File: src/pkg/fabric_defs.svh
// Offsets, field positions, reset values and limits of the fabric block.
`ifndef FABRIC_DEFS_SVH
`define FABRIC_DEFS_SVH
`define ADDR_CTRL      12'h000
`define ADDR_LOCK      12'h004
`define ADDR_PROBE     12'h008
`define ADDR_STATUS    12'h00c
`define CTRL_KIND      0
`define CTRL_SCLK_LO   1
`define CTRL_INIT      3
`define CTRL_BYP_OUT   4
`define CTRL_BYP_IN    5
`define CTRL_FEEDBACK  6
`define CTRL_NET0_LO   7
`define CTRL_NET1_LO   9
`define CTRL_SLEW      11
`define CTRL_USE_BELOW 12
`define CTRL_WIDTH     13
`define CTRL_RESET     13'h0000
`define LOCK_ROLES     0
`define LOCK_PROBE     1
`define PROBE_WIDTH    3
`define PROBE_RESET    3'h0
`define PIN_COUNT      12
`define PIN_EXT_FIRST  0
`define PIN_EXT_SECOND 1
`define PIN_ARRAY_CLK  2
`define PIN_IO_CLK     3
`define PIN_INIT       4
`define PIN_MODE       5
`define PIN_PAD        6
`define PIN_PROBE      7
`define PIN_SERIAL     8
`define PIN_DIAG_CLK   9
`define PIN_GLOBAL_OE  10
`define PIN_GLOBAL_IE  11
`define DEDICATED_MAX_MHZ 200
`define ROUTED_MAX_MHZ    150
`endif

File: src/pkg/fabric_pkg.sv
// Types shared by the fabric block.
package fabric_pkg;
   typedef enum logic [1:0] {
      SRC_PAD_FIRST   = 2'b00,
      SRC_PAD_SECOND  = 2'b01,
      SRC_INT_FIRST   = 2'b10,
      SRC_INT_SECOND  = 2'b11
   } clock_source_type;
   typedef enum logic [1:0] {
      SCLK_NET_ZERO = 2'b00,
      SCLK_NET_ONE  = 2'b01,
      SCLK_ARRAY    = 2'b10,
      SCLK_NONE     = 2'b11
   } storage_clock_type;
   typedef enum logic {
      KIND_FLOP  = 1'b0,
      KIND_LATCH = 1'b1
   } storage_kind_type;
   typedef enum logic {
      INIT_CLEAR  = 1'b0,
      INIT_PRESET = 1'b1
   } init_kind_type;
endpackage : fabric_pkg

File: src/logic/cmodule_mux.sv
// Four-to-one logic module with gated select terms.
`timescale 1ns/1ps
module cmodule_mux (
   // Data inputs, index is the select pair
   input  wire logic [3:0] d,
   // Select terms
   input  wire logic       a0,
   input  wire logic       b0,
   input  wire logic       a1,
   input  wire logic       b1,
   // Result
   output logic            y
);
   logic s0;
   logic s1;
   assign s0 = a0 & b0;
   assign s1 = a1 | b1;
   assign y  = d[{s1, s0}];
endmodule : cmodule_mux

File: src/logic/fabric_core.sv
// Logic, storage, pad register, pad driver, probe and clock network fabric.
// What this block does
// RULE1: Probe pin shows chosen node in diagnostic mode; the module stops this once the probe lock bit is set.
// RULE2: Module output selects by AND and OR terms.
// RULE3: One module realises five-input AND or OR; the module reaches four-input AND or OR at most.
// RULE4: Sequential module stores logic output, latch or flop.
// RULE5: Storage clock picked from three networks.
// RULE6: Storage clear comes from general routing.
// RULE7: Two pad registers on the pad clock.
// RULE8: Each pad register can be bypassed.
// RULE9: Separate data enables for both pad registers.
// RULE10: Global init net presets or clears per module.
// RULE11: Array output is pad or output register.
// RULE12: Side modules take above and below inputs.
// RULE13: Pad driver tri-states with four signals.
// RULE14: Global enables and slew only for test.
// RULE15: Temporary special pins are user pins otherwise.
// RULE16: Permanent pin roles fixed once locked.
// RULE17: Four clock networks, two dedicated, two routed.
// RULE18: Routed network source picked from four inputs.
// RULE19: Routed networks interchangeable, carry non-clock signals.
// RULE20: Register without data enable keeps value.
`timescale 1ns/1ps
`include "fabric_defs.svh"
module fabric_core import fabric_pkg::*; (
   // Clock and reset
   input  wire logic        clk_sys,
   input  wire logic        rst_b,
   // APB slave
   input  wire logic [11:0] paddr,
   input  wire logic        psel,
   input  wire logic        penable,
   input  wire logic        pwrite,
   input  wire logic [31:0] pwdata,
   output logic      [31:0] prdata,
   output logic             pready,
   output logic             pslverr,
   // Clock pads and internal clock sources
   input  wire logic        external_clock_pad_first,
   input  wire logic        external_clock_pad_second,
   input  wire logic        array_clock_pad,
   input  wire logic        pad_register_clock,
   input  wire logic        internal_clock_source_first,
   input  wire logic        internal_clock_source_second,
   output logic             routed_clock_net_zero,
   output logic             routed_clock_net_one,
   // Diagnostic and temporary special pins
   input  wire logic        diag_mode_pin,
   input  wire logic        serial_data_pin,
   input  wire logic        diag_clock_pin,
   output logic             serial_data_user,
   output logic             diag_clock_user,
   input  wire logic        second_probe_in,
   output logic             second_probe_out,
   output logic             second_probe_oe,
   input  wire logic        probe_user_drive,
   input  wire logic        probe_user_oe,
   output logic             probe_user_sense,
   // Combinational module
   input  wire logic [3:0]  cm_data,
   input  wire logic [3:0]  cm_select,
   output logic             cm_y,
   // Sequential module
   input  wire logic [3:0]  sm_data,
   input  wire logic [3:0]  sm_select,
   input  wire logic        storage_clear_in,
   output logic             storage_q,
   // Pad register module
   input  wire logic        channel_input_above,
   input  wire logic        channel_input_below,
   input  wire logic        out_register_data_enable,
   input  wire logic        in_register_data_enable,
   input  wire logic        user_output_enable,
   input  wire logic        pad_sense_enable,
   input  wire logic        pad_register_init_net,
   output logic             io_y,
   // Pad pin and test controls
   input  wire logic        pad_pin_in,
   output logic             pad_pin_out,
   output logic             pad_pin_oe,
   output logic             pad_slew_fast,
   input  wire logic        global_drive_enable_test,
   input  wire logic        global_sense_enable_test
);
   logic [`PIN_COUNT-1:0]   pin_meta_reg;
   logic [`PIN_COUNT-1:0]   pin_sync_reg;
   logic [`PIN_COUNT-1:0]   pins;
   logic [`CTRL_WIDTH-1:0]  ctrl_reg;
   logic [1:0]              lock_reg;
   logic [`PROBE_WIDTH-1:0] probe_sel_reg;
   logic [31:0]             prdata_reg;
   logic                    storage_q_reg;
   logic                    out_reg;
   logic                    in_reg;
   logic                    sclk_prev_reg;
   logic                    pad_register_clock_prev_reg;
   logic                    probe_out_reg;
   logic                    probe_oe_reg;
   logic                    sm_y;
   logic                    sclk_level;
   logic                    sclk_rise;
   logic                    pad_register_clock_rise;
   logic                    mode;
   logic                    probe_active;
   logic                    probe_node;
   logic                    out_data;
   logic                    drive_en;
   logic                    sense_en;
   logic                    pad_drive_value;
   logic                    pad_sense_value;
   logic                    in_path;
   logic                    wr_en;
   logic                    addr_hit;
   storage_kind_type        kind;
   storage_clock_type       sclk_sel;
   init_kind_type           init_kind;
   clock_source_type        net0_src;
   clock_source_type        net1_src;

   // Pads pass two flip-flops before anything reads them; the internal clock sources do not.
   always_ff @(posedge clk_sys or negedge rst_b) begin
      if (!rst_b) begin
         pin_meta_reg <= '0;
         pin_sync_reg <= '0;
      end else begin
         pin_meta_reg <= {global_sense_enable_test, global_drive_enable_test,
                          diag_clock_pin, serial_data_pin, second_probe_in,
                          pad_pin_in, diag_mode_pin, pad_register_init_net,
                          pad_register_clock, array_clock_pad,
                          external_clock_pad_second, external_clock_pad_first};
         pin_sync_reg <= pin_meta_reg;
      end
   end
   assign pins = pin_sync_reg;
   assign mode = pins[`PIN_MODE];

   assign kind      = storage_kind_type'(ctrl_reg[`CTRL_KIND]);
   assign sclk_sel  = storage_clock_type'(ctrl_reg[`CTRL_SCLK_LO +: 2]);
   assign init_kind = init_kind_type'(ctrl_reg[`CTRL_INIT]);
   assign net0_src  = clock_source_type'(ctrl_reg[`CTRL_NET0_LO +: 2]);
   assign net1_src  = clock_source_type'(ctrl_reg[`CTRL_NET1_LO +: 2]);

   // Both routed networks use one selector, so either can stand in for the other.
   function automatic logic net_source(input clock_source_type src,
                                       input logic [`PIN_COUNT-1:0] p,
                                       input logic int_a,
                                       input logic int_b);
      case (src)
         SRC_PAD_FIRST:  net_source = p[`PIN_EXT_FIRST];
         SRC_PAD_SECOND: net_source = p[`PIN_EXT_SECOND];
         SRC_INT_FIRST:  net_source = int_a;
         default:        net_source = int_b;
      endcase
   endfunction : net_source

   // RULE18 network source select
   assign routed_clock_net_zero = net_source(net0_src, pins,
                                  internal_clock_source_first,
                                  internal_clock_source_second);
   // RULE19 interchangeable routed network
   assign routed_clock_net_one  = net_source(net1_src, pins,
                                  internal_clock_source_first,
                                  internal_clock_source_second);

   // RULE2 select term mux
   // RULE3 wide gate form
   cmodule_mux u_cmod (
      .d  (cm_data),
      .a0 (cm_select[0]),
      .b0 (cm_select[1]),
      .a1 (cm_select[2]),
      .b1 (cm_select[3]),
      .y  (cm_y)
   );

   // RULE4 full logic module ahead of storage
   cmodule_mux u_smod (
      .d  (sm_data),
      .a0 (sm_select[0]),
      .b0 (sm_select[1]),
      .a1 (sm_select[2]),
      .b1 (sm_select[3]),
      .y  (sm_y)
   );

   // RULE5 storage clock select
   always_comb begin
      case (sclk_sel)
         SCLK_NET_ZERO: sclk_level = routed_clock_net_zero;
         SCLK_NET_ONE:  sclk_level = routed_clock_net_one;
         SCLK_ARRAY:    sclk_level = pins[`PIN_ARRAY_CLK];
         default:       sclk_level = 1'b0;
      endcase
   end

   // Edges are seen as level changes of the sampled clock; the fabric clocks
   // must therefore stay well below half the system rate.
   always_ff @(posedge clk_sys or negedge rst_b) begin
      if (!rst_b) begin
         sclk_prev_reg  <= 1'b0;
         pad_register_clock_prev_reg <= 1'b0;
      end else begin
         sclk_prev_reg  <= sclk_level;
         pad_register_clock_prev_reg <= pins[`PIN_IO_CLK];
      end
   end
   assign sclk_rise  = sclk_level & ~sclk_prev_reg;
   // RULE17 dedicated pad register network
   assign pad_register_clock_rise = pins[`PIN_IO_CLK] & ~pad_register_clock_prev_reg;

   // RULE6 clear from routing
   always_ff @(posedge clk_sys or negedge rst_b) begin
      if (!rst_b) begin
         storage_q_reg <= 1'b0;
      end else if (storage_clear_in) begin
         storage_q_reg <= 1'b0;
      end else if (kind == KIND_LATCH ? sclk_level : sclk_rise) begin
         storage_q_reg <= sm_y;
      end
   end
   assign storage_q = storage_q_reg;

   // RULE12 above and below channel inputs
   assign out_data = ctrl_reg[`CTRL_USE_BELOW] ? channel_input_below : channel_input_above;

   // RULE14 test enables only in diagnostic mode
   assign drive_en = mode ? pins[`PIN_GLOBAL_OE] : user_output_enable;
   assign sense_en = mode ? pins[`PIN_GLOBAL_IE] : pad_sense_enable;
   // RULE13 sense path gated by input enable
   assign pad_sense_value = sense_en & pins[`PIN_PAD];

   // RULE7 output and input pad registers
   always_ff @(posedge clk_sys or negedge rst_b) begin
      if (!rst_b) begin
         out_reg <= 1'b0;
         in_reg  <= 1'b0;
      // RULE10 global preset or clear
      end else if (pins[`PIN_INIT]) begin
         out_reg <= (init_kind == INIT_PRESET);
         in_reg  <= (init_kind == INIT_PRESET);
      end else if (pad_register_clock_rise) begin
         // RULE9 separate data enables
         // RULE20 hold without enable
         if (out_register_data_enable) begin
            out_reg <= out_data;
         end
         if (in_register_data_enable) begin
            in_reg <= pad_sense_value;
         end
      end
   end

   // RULE8 register bypass
   assign pad_drive_value = ctrl_reg[`CTRL_BYP_OUT] ? out_data : out_reg;
   assign in_path         = ctrl_reg[`CTRL_BYP_IN] ? pad_sense_value : in_reg;
   // RULE11 feedback or pad to array
   assign io_y            = ctrl_reg[`CTRL_FEEDBACK] ? out_reg : in_path;

   // RULE13 tri-state pad driver
   assign pad_pin_out   = pad_drive_value;
   assign pad_pin_oe    = drive_en;
   assign pad_slew_fast = mode & ctrl_reg[`CTRL_SLEW];

   // RULE15 temporary pins are user pins when mode is low
   assign serial_data_user = mode ? 1'b0 : pins[`PIN_SERIAL];
   assign diag_clock_user  = mode ? 1'b0 : pins[`PIN_DIAG_CLK];

   // RULE1 probe mode select
   assign probe_active = mode & ~lock_reg[`LOCK_PROBE];
   always_comb begin
      case (probe_sel_reg)
         3'h0:    probe_node = cm_y;
         3'h1:    probe_node = storage_q_reg;
         3'h2:    probe_node = io_y;
         3'h3:    probe_node = out_reg;
         3'h4:    probe_node = in_reg;
         3'h5:    probe_node = routed_clock_net_zero;
         3'h6:    probe_node = routed_clock_net_one;
         default: probe_node = pad_sense_value;
      endcase
   end

   always_ff @(posedge clk_sys or negedge rst_b) begin
      if (!rst_b) begin
         probe_out_reg <= 1'b0;
         probe_oe_reg  <= 1'b0;
      end else begin
         probe_out_reg <= probe_active ? probe_node : probe_user_drive;
         probe_oe_reg  <= probe_active | probe_user_oe;
      end
   end
   assign second_probe_out = probe_out_reg;
   assign second_probe_oe  = probe_oe_reg;
   assign probe_user_sense = probe_active ? 1'b0 : pins[`PIN_PROBE];

   // Register bus: zero wait states, error only on unmapped words.
   function automatic logic is_mapped(input logic [11:0] a);
      is_mapped = (a == `ADDR_CTRL) || (a == `ADDR_LOCK) ||
                  (a == `ADDR_PROBE) || (a == `ADDR_STATUS);
   endfunction : is_mapped

   assign addr_hit = is_mapped(paddr);
   assign pready   = 1'b1;
   assign pslverr  = psel & penable & ~addr_hit;
   assign wr_en    = psel & penable & pwrite & addr_hit;

   // RULE16 permanent roles frozen by lock
   always_ff @(posedge clk_sys or negedge rst_b) begin
      if (!rst_b) begin
         ctrl_reg <= `CTRL_RESET;
      end else if (wr_en && paddr == `ADDR_CTRL) begin
         if (lock_reg[`LOCK_ROLES]) begin
            ctrl_reg <= {pwdata[`CTRL_WIDTH-1:`CTRL_SLEW],
                         ctrl_reg[`CTRL_SLEW-1:`CTRL_NET0_LO],
                         pwdata[`CTRL_FEEDBACK:`CTRL_BYP_OUT],
                         ctrl_reg[`CTRL_INIT],
                         pwdata[`CTRL_INIT-1:0]};
         end else begin
            ctrl_reg <= pwdata[`CTRL_WIDTH-1:0];
         end
      end
   end

   // Lock bits are set once; only reset clears them, so confidentiality holds.
   always_ff @(posedge clk_sys or negedge rst_b) begin
      if (!rst_b) begin
         lock_reg <= 2'b00;
      end else if (wr_en && paddr == `ADDR_LOCK) begin
         lock_reg <= lock_reg | pwdata[1:0];
      end
   end

   always_ff @(posedge clk_sys or negedge rst_b) begin
      if (!rst_b) begin
         probe_sel_reg <= `PROBE_RESET;
      end else if (wr_en && paddr == `ADDR_PROBE) begin
         probe_sel_reg <= pwdata[`PROBE_WIDTH-1:0];
      end
   end

   // Read data is caught in the setup cycle and held through the access.
   always_ff @(posedge clk_sys or negedge rst_b) begin
      if (!rst_b) begin
         prdata_reg <= 32'h0000_0000;
      end else if (psel && !penable) begin
         case (paddr)
            `ADDR_CTRL:   prdata_reg <= {19'h0, ctrl_reg};
            `ADDR_LOCK:   prdata_reg <= {30'h0, lock_reg};
            `ADDR_PROBE:  prdata_reg <= {29'h0, probe_sel_reg};
            `ADDR_STATUS: prdata_reg <= {23'h0, pad_sense_value,
                                         routed_clock_net_one, routed_clock_net_zero,
                                         mode, cm_y, io_y, in_reg, out_reg,
                                         storage_q_reg};
            default:      prdata_reg <= 32'h0000_0000;
         endcase
      end
   end
   assign prdata = prdata_reg;
endmodule : fabric_core

File: config.mk
export PLATFORM = sky130hd
export DESIGN_NAME = fabric_core
export DESIGN_NICKNAME = d
export VERILOG_FILES = /design/src/pkg/fabric_pkg.sv /design/src/logic/cmodule_mux.sv /design/src/logic/fabric_core.sv
export VERILOG_INCLUDE_DIRS = /design/src /design/src/pkg
export SDC_FILE = /design/constraint.sdc
export NUM_CORES = 1
export LEC_CHECK = 0
export BUFFER_PORTS_ARGS = -buffer_cell sky130_fd_sc_hd__buf_2
export CAP_MARGIN = 20
export CORE_MARGIN = 1.5
export CORE_UTILIZATION = 48
export CTS_BUF_LIST = sky130_fd_sc_hd__clkbuf_4 sky130_fd_sc_hd__clkbuf_8
export DETAILED_ROUTE_END_ITERATION = 8
export PLACE_DENSITY_LB_ADDON = 0.3
export SYNTH_ARGS = -nofsm -noshare
export SYNTH_HDL_FRONTEND = slang
export SYNTH_SLANG_ARGS = --single-unit
File: constraint.sdc
create_clock -name clk_sys -period 1.9 [get_ports clk_sys]
set_clock_uncertainty 0.05 [all_clocks]
set_input_delay 0.095 -clock clk_sys [delete_from_list [all_inputs] [get_ports clk_sys]]
set_output_delay 0.095 -clock clk_sys [all_outputs]
set_load 0.02 [all_outputs]
[Word-level counts from Yosys, hierarchy flattened]
Cells that the tools add are included.
Operators by class
  order comparisons: 2
  equal/unequal tests: 15
  multiplexer cells: 28
  bitwise operators: 20
  reduce and logical (&&, ||, !) cells: 20
Operators by type and width (count)
  $pmux 13 s4: 1
  $eq 12x4->1 const B: 2
  $mux 1: 21
  $eq 12x3->1 const B: 1
  $logic_not 12->1: 1
  $and 1x1->1: 11
  $eq 3x3->1 const B: 3
  $pmux 1 s3: 3
  $reduce_bool 2->1: 4
  $pmux 1 s7: 1
  $eq 2x1->1 const B: 3
  $eq 2x2->1 const B: 3
  $eq 3x2->1 const B: 2
  $logic_not 2->1: 3
  $lt 2x3->1 const B: 2
  $reduce_and 2->1: 3
  $not 1->1: 5
  $bmux 1 s2: 2
  $logic_and 1x1->1: 4
  $eq 3x1->1 const B: 1
  $logic_not 3->1: 1
  $logic_or 1x1->1: 3
  $or 1x1->1: 3
  $or 2x2->2: 1
  $logic_not 1->1: 1
Storage, ports and cells
  bits in registers: 81
  bits of input ports: 88
  output and inout bits: 47

[Longest topological paths before layout]
Gate-level depths: netlist (run 1).
  depth after elaboration: 7
  mapped depth: 6

[By module]
From an unflattened synthesis (run 1), not the netlist that was laid out.
Unflattened totals
  cells, all modules: 227
  area total of the unflattened synthesis: 2732.6 um^2
Modules (own cells, without submodules)
  fabric_core: instances 1, cells an instance 221, area an instance 2672.6 um^2
  cmodule_mux: instances 2, cells an instance 3, area an instance 30.0 um^2

[Worst setup path after synthesis (run 1)]
No wires, ideal clock.
  kind: register to register
  start point: reg ctrl_reg[10]
  end point: reg probe_out_reg (netlist: second_probe_out)
  library setup time: 0.129 ns
  arrival time: 1.502 ns
  data required time: 1.721 ns
  slack: 0.219 ns
  cell stages (with the launch flop): 5
  buffers on the path: 0
  period minus slack after synthesis: 1.681 ns
  cell sequence: dfrtp_1 -> mux4_2 -> or3_1 -> o311ai_1 -> o31ai_1
On the way
  longest elaborated chain between the ends: 4
RTL lines
  from (decl): line fabric_core.sv:88  | logic [`CTRL_WIDTH-1:0] ctrl_reg;
  from (signal assigned): line fabric_core.sv:310  | ctrl_reg <= `CTRL_RESET;
  from (signal assigned): line fabric_core.sv:313  | ctrl_reg <= {pwdata[`CTRL_WIDTH-1:`CTRL_SLEW],
  from (signal assigned): line fabric_core.sv:319  | ctrl_reg <= pwdata[`CTRL_WIDTH-1:0];
  $eq 2x2->1, or another cell as far along: line fabric_core.sv:148  | case (src)
  $pmux 1 s3 *: line fabric_core.sv:148
  net routed_clock_net_one: line fabric_core.sv:46  | output logic routed_clock_net_one,
  $pmux 1 s7 *: line fabric_core.sv:271  | case (probe_sel_reg)
  $mux 1 *: line fabric_core.sv:288  | probe_out_reg <= probe_active ? probe_node : probe_user_drive;
  to (signal assigned): line fabric_core.sv:288
  to (decl): line fabric_core.sv:97  | logic probe_out_reg;
Mark *: on every way through the listed nets, which the timed path passes. The rest lies on a longest branch.
A chain may end at the register's enable or synchronous reset.

[Final worst setup path (run 1)]
  start point: reg pin_sync_reg[5]
  end point: out io_y
On the way
  longest elaborated chain between the ends: 4
RTL lines
  from (decl): line fabric_core.sv:86  | logic [`PIN_COUNT-1:0] pin_sync_reg;
  from (signal assigned): line fabric_core.sv:131  | pin_sync_reg <= pin_meta_reg;
  $mux 1: line fabric_core.sv:228  | assign sense_en = mode ? pins[`PIN_GLOBAL_IE] : pad_sense_enable;
  $and 1x1->1: line fabric_core.sv:230  | assign pad_sense_value = sense_en & pins[`PIN_PAD];
  $mux 1: line fabric_core.sv:255  | assign in_path = ctrl_reg[`CTRL_BYP_IN] ? pad_sense_value : in_reg;
  $mux 1: line fabric_core.sv:257  | assign io_y = ctrl_reg[`CTRL_FEEDBACK] ? out_reg : in_path;
  to (decl): line fabric_core.sv:76  | output logic io_y,
No other way between the ends.

==> results.sh, run 1 <==
export IMPL_outcome="finished clean"
export IMPL_grtUsageTotal_pct=20.3
export IMPL_whs_path_depth=4
export IMPL_multi_input_area_um2=1130
export IMPL_synth_area_leader_cell="dfrtp_1"
export IMPL_fin_area_um2=3830
export IMPL_cp_start_kind="flip-flop"
export IMPL_crit_type="reg2out"
export IMPL_routed_wl_mm=5.96
export IMPL_finalNetCount=448
export IMPL_diodes=0
export IMPL_clk_latency_ns=0.34
export IMPL_synth_cells=228
export IMPL_overflow=0
export IMPL_cts_made_buffers=9
export IMPL_core_area_um2=5570
export IMPL_synth_top_area_share_pct=55.3
export IMPL_synth_distinct_cells=44
export IMPL_grt_pass1_vias=2039
export IMPL_die_area_um2=6320
export IMPL_cts_root_buffer="clkbuf_8"
export IMPL_viasPerCell=4.89
export IMPL_peakVddDrop_v=0.000601
export IMPL_cts_buffer_depth=2
export IMPL_fin_crit_sh_pct=94.2
export IMPL_grt_pass1_wl_mm=9.36
export IMPL_cpPeakStageDelay_ns=0.36
export IMPL_drv_slew=0
export IMPL_clock_sinks=62
export IMPL_path_delay_family="multiplexers"
export IMPL_antenna_found_initial=0
export IMPL_cts_tree="built"
export IMPL_syn_to_final_growth_pct=36.5
export IMPL_r2r_worst_path_cells=4
export IMPL_grt_max_degree=23
export IMPL_seq_area_um2=1550
export IMPL_drv_cap=0
export IMPL_synth_area_leaders="dfrtp_1 (55%), mux2_2 (7.2%), buf_4 (5.3%)"
export IMPL_worstPathArrival_ns=1.65
export IMPL_io_pins=135
export IMPL_rows=27
export IMPL_ys_ff_latch=62
export IMPL_drt_initial_drc_count=132
export IMPL_setup_tns_ns=0
export IMPL_start_util_pct=50.4
export IMPL_yosys_warnings=0
export IMPL_synth_area_um2=2810
export IMPL_hold_path_class="in2reg"
export IMPL_portBuffers=95
export IMPL_fin_crit_ns=1.79
export IMPL_drtPass1Iterations=4
export IMPL_hold_viol_final=0
export IMPL_vias=2136
export IMPL_rsz0062_at_grt="no"
export IMPL_power_density_nw_per_um2=789
export IMPL_chipHeight_um=79.5
export IMPL_clk_pin_slew_worst_paths_ns=0.07
export IMPL_fmax_ghz=0.559
export IMPL_die_w_um=79.5
export IMPL_cp_slowest_cell="mux2_2"
export IMPL_hpwl_mm=4.40
export IMPL_syn_avg_cell_area_um2=12.3
export IMPL_drive_gt1_share_pct=41.6
export IMPL_crit_fanout=3
export IMPL_power_leakage_nw=1.91
export IMPL_regToRegSetupSlack_ns=0.14
export IMPL_wl_per_cell_um=13.6
export IMPL_crit_required_ns=1.75
export IMPL_cp_num_buf_inv=1
export IMPL_cts_resized=0
export IMPL_h_tree_depth=3
export IMPL_setup_viol=0
export IMPL_drc=0
export IMPL_place_area_um2=3300
export IMPL_detail_route_antenna_nets=0
export IMPL_crit_chain="mux2_2 -> a311o_1 -> and2_1 -> buf_2"
export IMPL_worst_path_stages=4
export IMPL_fillerInstances=438
export IMPL_cp_end_kind="output pin"
export IMPL_ys_seq_area_share_pct=55.3
export IMPL_gp_congestion=0.828
export IMPL_cts_setup_buffers=0
-- cells in the final DEF, fill, tap and decap left out, drive strengths merged, types with 9 or more instances in the layout --
master	n
conb	20
mux2	20
o21ai	13
nor2	9
clkbuf	13
dfrtp	62
dlygate4sd3	29
nand2	25
buf	100
-- synth_stat cells, drive strengths merged --
| cell type | n |
|---|---|
| dfrtp | 62 |
| nand2 | 25 |
| buf | 22 |
| mux2 | 20 |
| o21ai | 13 |
| nor2 | 9 |
| a22oi | 6 |
| mux4 | 6 |
| nand2b | 6 |
| and2 | 5 |
| inv | 5 |
| nor2b | 5 |
| clkbuf | 4 |
| a21oi | 3 |
| and4 | 3 |
| mux2i | 3 |
| nand4 | 3 |
| nor4 | 3 |
| o31ai | 3 |
| a21o | 2 |
| and3 | 2 |
| conb | 2 |
| nand3 | 2 |
| o22ai | 2 |
| or2 | 2 |
| a2111o | 1 |
| a211o | 1 |
| a22o | 1 |
| a311o | 1 |
| a32oi | 1 |
| nor3 | 1 |
| nor4b | 1 |
| o21a | 1 |
| o311ai | 1 |
| or3 | 1 |
-- worst paths after layout --
kind	from	to
worst min register to register	pin_meta_reg[2]$_DFF_PN0_	pin_sync_reg[2]$_DFF_PN0_
worst min-delay path	paddr[4]	prdata[0]$_DFFE_PN0P_
worst max register to register	ctrl_reg[10]$_DFFE_PN0P_	second_probe_out$_DFF_PN0_
min in group asynchronous	rst_b	ctrl_reg[4]$_DFFE_PN0P_
worst max-delay path	pin_sync_reg[5]$_DFF_PN0_	io_y
max in group asynchronous	rst_b	sclk_prev_reg$_DFF_PN0_
-- timing repair --
| action | 4_1_cts | 5_1_grt |
|---|---|---|
| setup endpoints to repair | 0 | 1 |
| hold buffers | 29 | 0 |
| hold endpoints to repair | 53 | 0 |
-- metrics by stage --
stage          total power, mW  util, %  instances  worst slack, ns  hold slack (ns)
2_1_floorplan             1.55        -        246            0.219           -0.251
3_3_place_gp              1.65     59.3        392            0.136           0.0175
3_5_place_dp              1.65     59.3        392            0.111           0.0253
4_1_cts                   3.04     68.7        437          0.00731           0.0193
5_1_grt                   3.14     68.7        437           0.0502           0.0278
6_report                  3.02     68.7        437            0.110           0.0259
-- area by class of cell --
class	instances	share of cell area (%)
well taps	72	2.35
inverters	5	0.490
clock inverters	3	1.70
clock buffers	13	4.51
multi-input cells	153	29.5
flip-flops and latches	62	40.5
repair buffers	129	21.0
-- tightest hold or removal path, stage by stage --
cell and delay (ns):
buf_2 0.10, nor4_4 0.05, nand4_1 0.06, o21ai_0 0.06
-- routing by layer --
| metal | share of wire (%) | wire (µm) | track usage (%) |
|---|---|---|---|
| met1 | 43 | 2540 | 25.4 |
| met2 | 49 | 2910 | 31.2 |
| met3 | 5.5 | 328 | 4.34 |
| met4 | 3.1 | 184 | 14.2 |
| met5 | 0 | 0 | 0 |
-- kinds of logic (layout without fill, tap and decap cells) --
group                  count (synthesis)  after routing  synth area share, %
DFF                                   62             62                 55.3
buffers and inverters                 31            150                 6.91
other                                  2             20                0.267
AOI/OAI and AO/OA                     36             36                 8.51
and+or+nand+nor                       68             68                 15.2
muxes                                 29             29                 13.9
-- power breakdown --
group,total (mW),switching [mW],internal [mW]
clock,1.35,0.486,0.859
combinational,0.308,0.166,0.143
sequential,1.37,0.0140,1.35
total,3.02,0.666,2.36
Note: power is estimated with default switching activity, not from simulation.
==> run 2, diff against run 1 <==
ABC_AREA = 1   (was default)
CORE_UTILIZATION = 44   (was 48)
CTS_CLUSTER_DIAMETER = 40   (was default)
clock period = 1.6 ns   (was 1.9 ns; I/O delays follow)
==> results.sh, run 2 <==
export IMPL_crit_type="reg2out"
export IMPL_viasPerCell=4.83
export IMPL_async_flop_share_pct=100
export IMPL_cts_made_buffers=9
export IMPL_slew_headroom_pct=66.4
export IMPL_grt_max_degree=27
export IMPL_drtPass1Iterations=4
export IMPL_comb_power_share_pct=12.3
export IMPL_syn_avg_cell_area_um2=8.60
export IMPL_swShare_pct=26.0
export IMPL_detail_route_antenna_nets=0
export IMPL_synth_area_um2=2920
export IMPL_multi_input_area_um2=1100
export IMPL_drv_slew=0
export IMPL_drc=0
export IMPL_portBuffers=95
export IMPL_grtUsageTotal_pct=20.4
export IMPL_crit_fanout=5
export IMPL_ys_seq_area_share_pct=53.1
export IMPL_power_density_nw_per_um2=804
export IMPL_cp_end_kind="output pin"
export IMPL_m1WireLength_mm=2.88
export IMPL_cts_buffer_depth=2
export IMPL_rsz0062_at_grt="yes"
export IMPL_drv_cap=0
export IMPL_layout_commonest_cell="buf_2"
export IMPL_place_area_um2=3460
export IMPL_power_switching_mw=0.820
export IMPL_synth_fa_ha_area_share_pct=0
export IMPL_vias=2693
export IMPL_fin_ws_ns=0.0654
export IMPL_syn_to_final_growth_pct=34.1
export IMPL_fmax_ghz=0.652
export IMPL_chipHeight_um=84.5
export IMPL_internal_power_mw=2.33
export IMPL_met3RoutedLength_um=526
export IMPL_fin_area_um2=3920
export IMPL_crit_required_ns=1.47
export IMPL_yosysMostFrequentCell="nand2_1"
export IMPL_instances_no_fill=558
export IMPL_synth_area_leader_cell="dfrtp_1"
export IMPL_wl_per_cell_um=12.5
export IMPL_io_pins=135
export IMPL_core_area_um2=6390
export IMPL_gp_congestion=0.905
export IMPL_overflow=0
export IMPL_fin_util_pct=61.4
export IMPL_rows=29
export IMPL_die_w_um=84.5
export IMPL_setup_viol=0
export IMPL_seq_area_um2=1550
export IMPL_pre_cts_ws_ns=0.121
export IMPL_placed_cells=515
export IMPL_netlist_top_cells_count="nand2_1 (89), dfrtp_1 (62), inv_1 (43)"
export IMPL_hpwl_mm=5.03
export IMPL_fillerInstances=570
export IMPL_grt_pass1_wl_mm=11.4
export IMPL_h_tree_depth=3
export IMPL_hold_viol_final=0
export IMPL_ys_ff_latch=62
export IMPL_power_leakage_nw=2.18
export IMPL_met2WireLength_mm=3.45
export IMPL_fin_total_pwr_mw=3.15
export IMPL_cts_root_buffer="clkbuf_8"
export IMPL_tightest_slew_ns=0.504
export IMPL_fin_crit_ns=1.53
export IMPL_synth_top_family_by_area="simple AND/OR/NAND/NOR gates"
export IMPL_outcome="finished clean"
export IMPL_start_util_pct=45.8
export IMPL_synth_simple_area_share_pct=25.9
export IMPL_routed_wl_mm=6.95
export IMPL_yosys_warnings=0
export IMPL_cp_start_kind="flip-flop"
export IMPL_cts_tree="built"
export IMPL_finalNetCount=566
export IMPL_die_area_um2=7140
export IMPL_final_cell_mix="buf_2 (93), nand2_1 (87), dfrtp_1 (62), inv_1 (39), dlygate4sd3_1 (29)"
export IMPL_diodes=0
export IMPL_synth_mux_area_share_pct=0
export IMPL_ys_flop_type="dfrtp_1"
export IMPL_synth_distinct_cells=30
export IMPL_clk_latency_ns=0.34
export IMPL_fin_crit_sh_pct=95.9
export IMPL_clk_pin_slew_worst_paths_ns=0.07
export IMPL_clock_sinks=62
export IMPL_peakVddDrop_v=0.000934
export IMPL_hold_path_class="in2reg"
export IMPL_synth_xor_area_share_pct=0
export IMPL_drive_gt1_share_pct=28.5
export IMPL_synth_edff_count=0
export IMPL_synth_compound_area_share_pct=8.81
export IMPL_synth_cells=340
export IMPL_drt_initial_drc_count=166
export IMPL_synth_top_area_share_pct=53.1
export IMPL_top_layer_used="met4"
export IMPL_power_frac_clock_pct=36.2
export IMPL_synth_area_leaders="dfrtp_1 (53%), nand2_1 (11%), inv_1 (5.5%)"
export IMPL_antenna_found_initial=0
export IMPL_power_share_sequential_pct=51.5
export IMPL_grt_pass1_vias=2609
export IMPL_worstPathArrival_ns=1.40
-- run 2: logic make-up after synthesis --
| family | count (synthesis) |
|---|---|
| DFF | 62 |
| and+or+nand+nor | 163 |
| buffers and inverters | 68 |
| AOI/OAI and AO/OA | 45 |
| other | 2 |
-- run 2: worst paths after layout --
kind                                           start                   endpoint  slack (ns)  cells past startpoint
max in group asynchronous                      rst_b    lock_reg[0]$_DFFE_PN0P_        0.69                      3
setup reg to reg             ctrl_reg[9]$_DFFE_PN0P_      storage_q$_DFFE_PN0P_        0.23                     10
hold reg to reg            pin_meta_reg[1]$_DFF_PN0_  pin_sync_reg[1]$_DFF_PN0_        0.29                      0
hold / removal               in_register_data_enable         in_reg$_DFFE_PN0P_        0.06                      3
setup / recovery           pin_sync_reg[5]$_DFF_PN0_                       io_y        0.07                      7
min in group asynchronous                      rst_b  pin_sync_reg[3]$_DFF_PN0_        0.18                      2
-- run 2: routing by layer --
| metal | vias up | GRT usage [%] |
|---|---|---|
| met1 | 1244 | 24.8 |
| met5 | - | 0 |
| li1 | 1321 | - |
| met4 | 0 | 6.60 |
| met2 | 117 | 34.4 |
| met3 | 11 | 6.88 |
-- run 2: area by class of cell --
type	instances	share of cell area, %
Inverter	44	4.21
Multi-Input combinational cell	228	28.0
Sequential cell	62	39.6
Clock buffer	10	3.35
Timing Repair Buffer	133	21.8
Tap cell	77	2.46
Clock inverter	4	0.670
-- run 2: repair_timing --
action	4_1_cts	5_1_grt
endpoints found under the hold margin	52	0
setup endpoints to repair	0	3
resized for setup	0	9
buffers inserted	0	0
hold buffers	29	0
-- run 2: worst max-delay path, stage by stage (launching register included) --
cell and delay (ns):
dfrtp_1 0.39, buf_4 0.16, nand2_2 0.07, nand4_1 0.08, nand2_1 0.13, nand2_2 0.09
inv_2 0.06, buf_6 0.10
-- run 2: stage by stage --
stage / setup TNS, ns / hold WS [ns]
3_5_place_dp: 0 / 0.0269
6_report: 0 / 0.0581
4_1_cts: 0 / 0.0538
2_1_floorplan: 0 / -0.266
5_1_grt: -0.0637 / 0.0648
3_3_place_gp: 0 / 0.0221
-- run 2: power by group through the flow --
stage | Sequential (mW) | Combinational [mW] | Clock (mW)
3_5_place_dp | 1.65 | 0.327 | 0
2_1_floorplan | 1.65 | 0.186 | 0
3_3_place_gp | 1.65 | 0.320 | 0
5_1_grt | 1.62 | 0.429 | 1.24
4_1_cts | 1.62 | 0.381 | 1.17
6_report | 1.62 | 0.388 | 1.14
==> run 3, diff against run 2 <==
CELL_PAD_IN_SITES_DETAIL_PLACEMENT = 1   (was default)
CELL_PAD_IN_SITES_GLOBAL_PLACEMENT = 2   (was default)
CORE_UTILIZATION = 24   (was 44)
==> results.sh, run 3 (synthesis results as in run 2) <==
export IMPL_cts_setup_buffers=0
export IMPL_tightest_slew_ns=0.493
export IMPL_power_leakage_nw=2.23
export IMPL_grt_busiest_layer="met2"
export IMPL_grtUsageTotal_pct=13.7
export IMPL_regToRegSetupSlack_ns=0.21
export IMPL_slew_headroom_pct=66.9
export IMPL_grt_pass1_wl_mm=13.7
export IMPL_instances_no_fill=633
export IMPL_cp_slowest_cell="dfrtp_1"
export IMPL_hold_path_class="in2reg"
export IMPL_routed_wl_mm=8.35
export IMPL_die_area_um2=12900
export IMPL_h_tree_depth=3
export IMPL_fin_crit_sh_pct=93.6
export IMPL_portBuffers=95
export IMPL_timing_critical_path_mode_cell="buf_4"
export IMPL_placed_cells=588
export IMPL_use_met2_pct=22.7
export IMPL_r2r_end="storage_q$_DFFE_PN0P_"
export IMPL_hold_end="in_reg$_DFFE_PN0P_"
export IMPL_clk_latency_ns=0.34
export IMPL_peakVddDrop_v=0.000351
export IMPL_hp_start="in_register_data_enable"
export IMPL_hold_viol_final=0
export IMPL_power_density_nw_per_um2=876
export IMPL_diodes=0
export IMPL_final_cell_mix="buf_2 (92), nand2_1 (89), dfrtp_1 (62), inv_1 (40), dlygate4sd3_1 (29)"
export IMPL_clock_sinks=62
export IMPL_startpoint="pin_sync_reg[5]$_DFF_PN0_"
export IMPL_chipHeight_um=113
export IMPL_drive_gt1_share_pct=28.8
export IMPL_reg2reg_from="ctrl_reg[9]$_DFFE_PN0P_"
export IMPL_cts_root_buffer="clkbuf_8"
export IMPL_crit_type="reg2out"
export IMPL_setup_viol=0
export IMPL_overflow=0
export IMPL_grt_use_met3_pct=3.03
export IMPL_cp_end_kind="output pin"
export IMPL_cp_start_kind="flip-flop"
export IMPL_finalNetCount=569
export IMPL_outcome="finished clean"
export IMPL_rows=40
export IMPL_whs_path_depth=3
export IMPL_hpwl_mm=6.36
export IMPL_worstPathArrival_ns=1.37
export IMPL_grt_max_degree=47
export IMPL_crit_required_ns=1.47
export IMPL_die_w_um=113
export IMPL_fillerInstances=1459
export IMPL_vias=2667
export IMPL_cts_tree="built"
export IMPL_wl_per_cell_um=13.2
export IMPL_gp_congestion=0.848
export IMPL_fmax_ghz=0.667
export IMPL_cts_buffer_depth=2
export IMPL_viasPerCell=4.21
export IMPL_cts_made_buffers=9
export IMPL_drtPass1Iterations=4
export IMPL_fin_total_pwr_mw=3.62
export IMPL_antenna_found_initial=0
export IMPL_path_delay_family="buffers and inverters"
export IMPL_layout_commonest_cell="buf_2"
export IMPL_cp_num_buf_inv=4
export IMPL_crit_chain="inv_1 -> buf_4 -> nor2_4 -> buf_4 -> nor2_1 -> buf_4"
export IMPL_drc=0
export IMPL_rsz0062_at_grt="yes"
export IMPL_r2r_worst_path_cells=10
export IMPL_fin_util_pct=34.5
export IMPL_clk_pin_slew_worst_paths_ns=0.08
export IMPL_fin_crit_ns=1.50
export IMPL_io_pins=135
export IMPL_detail_route_antenna_nets=0
export IMPL_start_util_pct=24.4
export IMPL_drv_cap=0
export IMPL_grt_pass1_vias=2716
export IMPL_drt_initial_drc_count=77
export IMPL_grtUsageMet1_pct=18.1
export IMPL_crit_fanout=3
export IMPL_drv_slew=0
export IMPL_syn_to_final_growth_pct=41.2
export IMPL_core_area_um2=12000
export IMPL_cpPeakStageDelay_ns=0.39
-- run 3: per-stage QoR --
step	TNS, ns	hold WS, ns	worst slack, ns	cell area [µm²]
floorplan	0	-0.266	0.303	2990
global placement	0	-0.000717	0.154	3590
detailed placement	0	-0.00285	0.108	3590
CTS	0	0.0783	0.0104	4120
global route	-0.00290	0.0983	-0.00290	4130
finish	0	0.0931	0.102	4130
-- run 3: final cells by class --
class | instances | area (µm²) | area share [%]
well taps | 147 | 184 | 4.45
inverters | 44 | 165 | 4.00
repair buffers | 136 | 901 | 21.8
clock inverters | 6 | 92.6 | 2.24
flip-flops and latches | 62 | 1550 | 37.6
clock buffers | 10 | 138 | 3.33
multi-input cells | 228 | 1100 | 26.6
-- run 3: timing repair --
action | in CTS | in global routing
setup endpoints to repair | 2 | 5
resized for setup | 2 | 6
hold buffers | 29 | 0
endpoints found under the hold margin | 49 | 0
-- run 3: worst max path at each step --
stage,end,slack [ns],depth (start not counted)
6_report,probe_user_sense,0.10,6
5_1_grt,probe_user_sense,-0.003,6
4_1_cts,routed_clock_net_one,0.01,6
3_5_place_dp,ctrl_reg[7]$_DFFE_PN0P_,0.11,9
3_3_place_gp,ctrl_reg[7]$_DFFE_PN0P_,0.15,9
2_1_floorplan,storage_q$_DFFE_PN0P_,0.30,10
-- run 3: metal layers --
layer | part of all wire [%] | up-vias
li1 | - | 1334
met1 | 46 | 1261
met2 | 49 | 64
met3 | 4.2 | 8
met4 | 1.2 | 0
met5 | 0 | -
-- run 3: report_power, final --
| group | leakage (nW) | switching (mW) | internal (mW) |
|---|---|---|---|
| Clock | 0.109 | 0.677 | 0.927 |
| Combinational | 1.41 | 0.226 | 0.168 |
| Sequential | 0.712 | 0.0142 | 1.60 |
| Total | 2.23 | 0.917 | 2.70 |
-- run 3: worst reg2reg max path, cell delays in order, from the launching register on --
cell and delay [ns]:
dfrtp_1 0.41, inv_2 0.09, nand2_1 0.05, nand3_1 0.10, nand2_1 0.10, inv_2 0.10
nand2_1 0.06, nand3_1 0.13, nand2_1 0.06, nand3_1 0.06, nand2_1 0.05
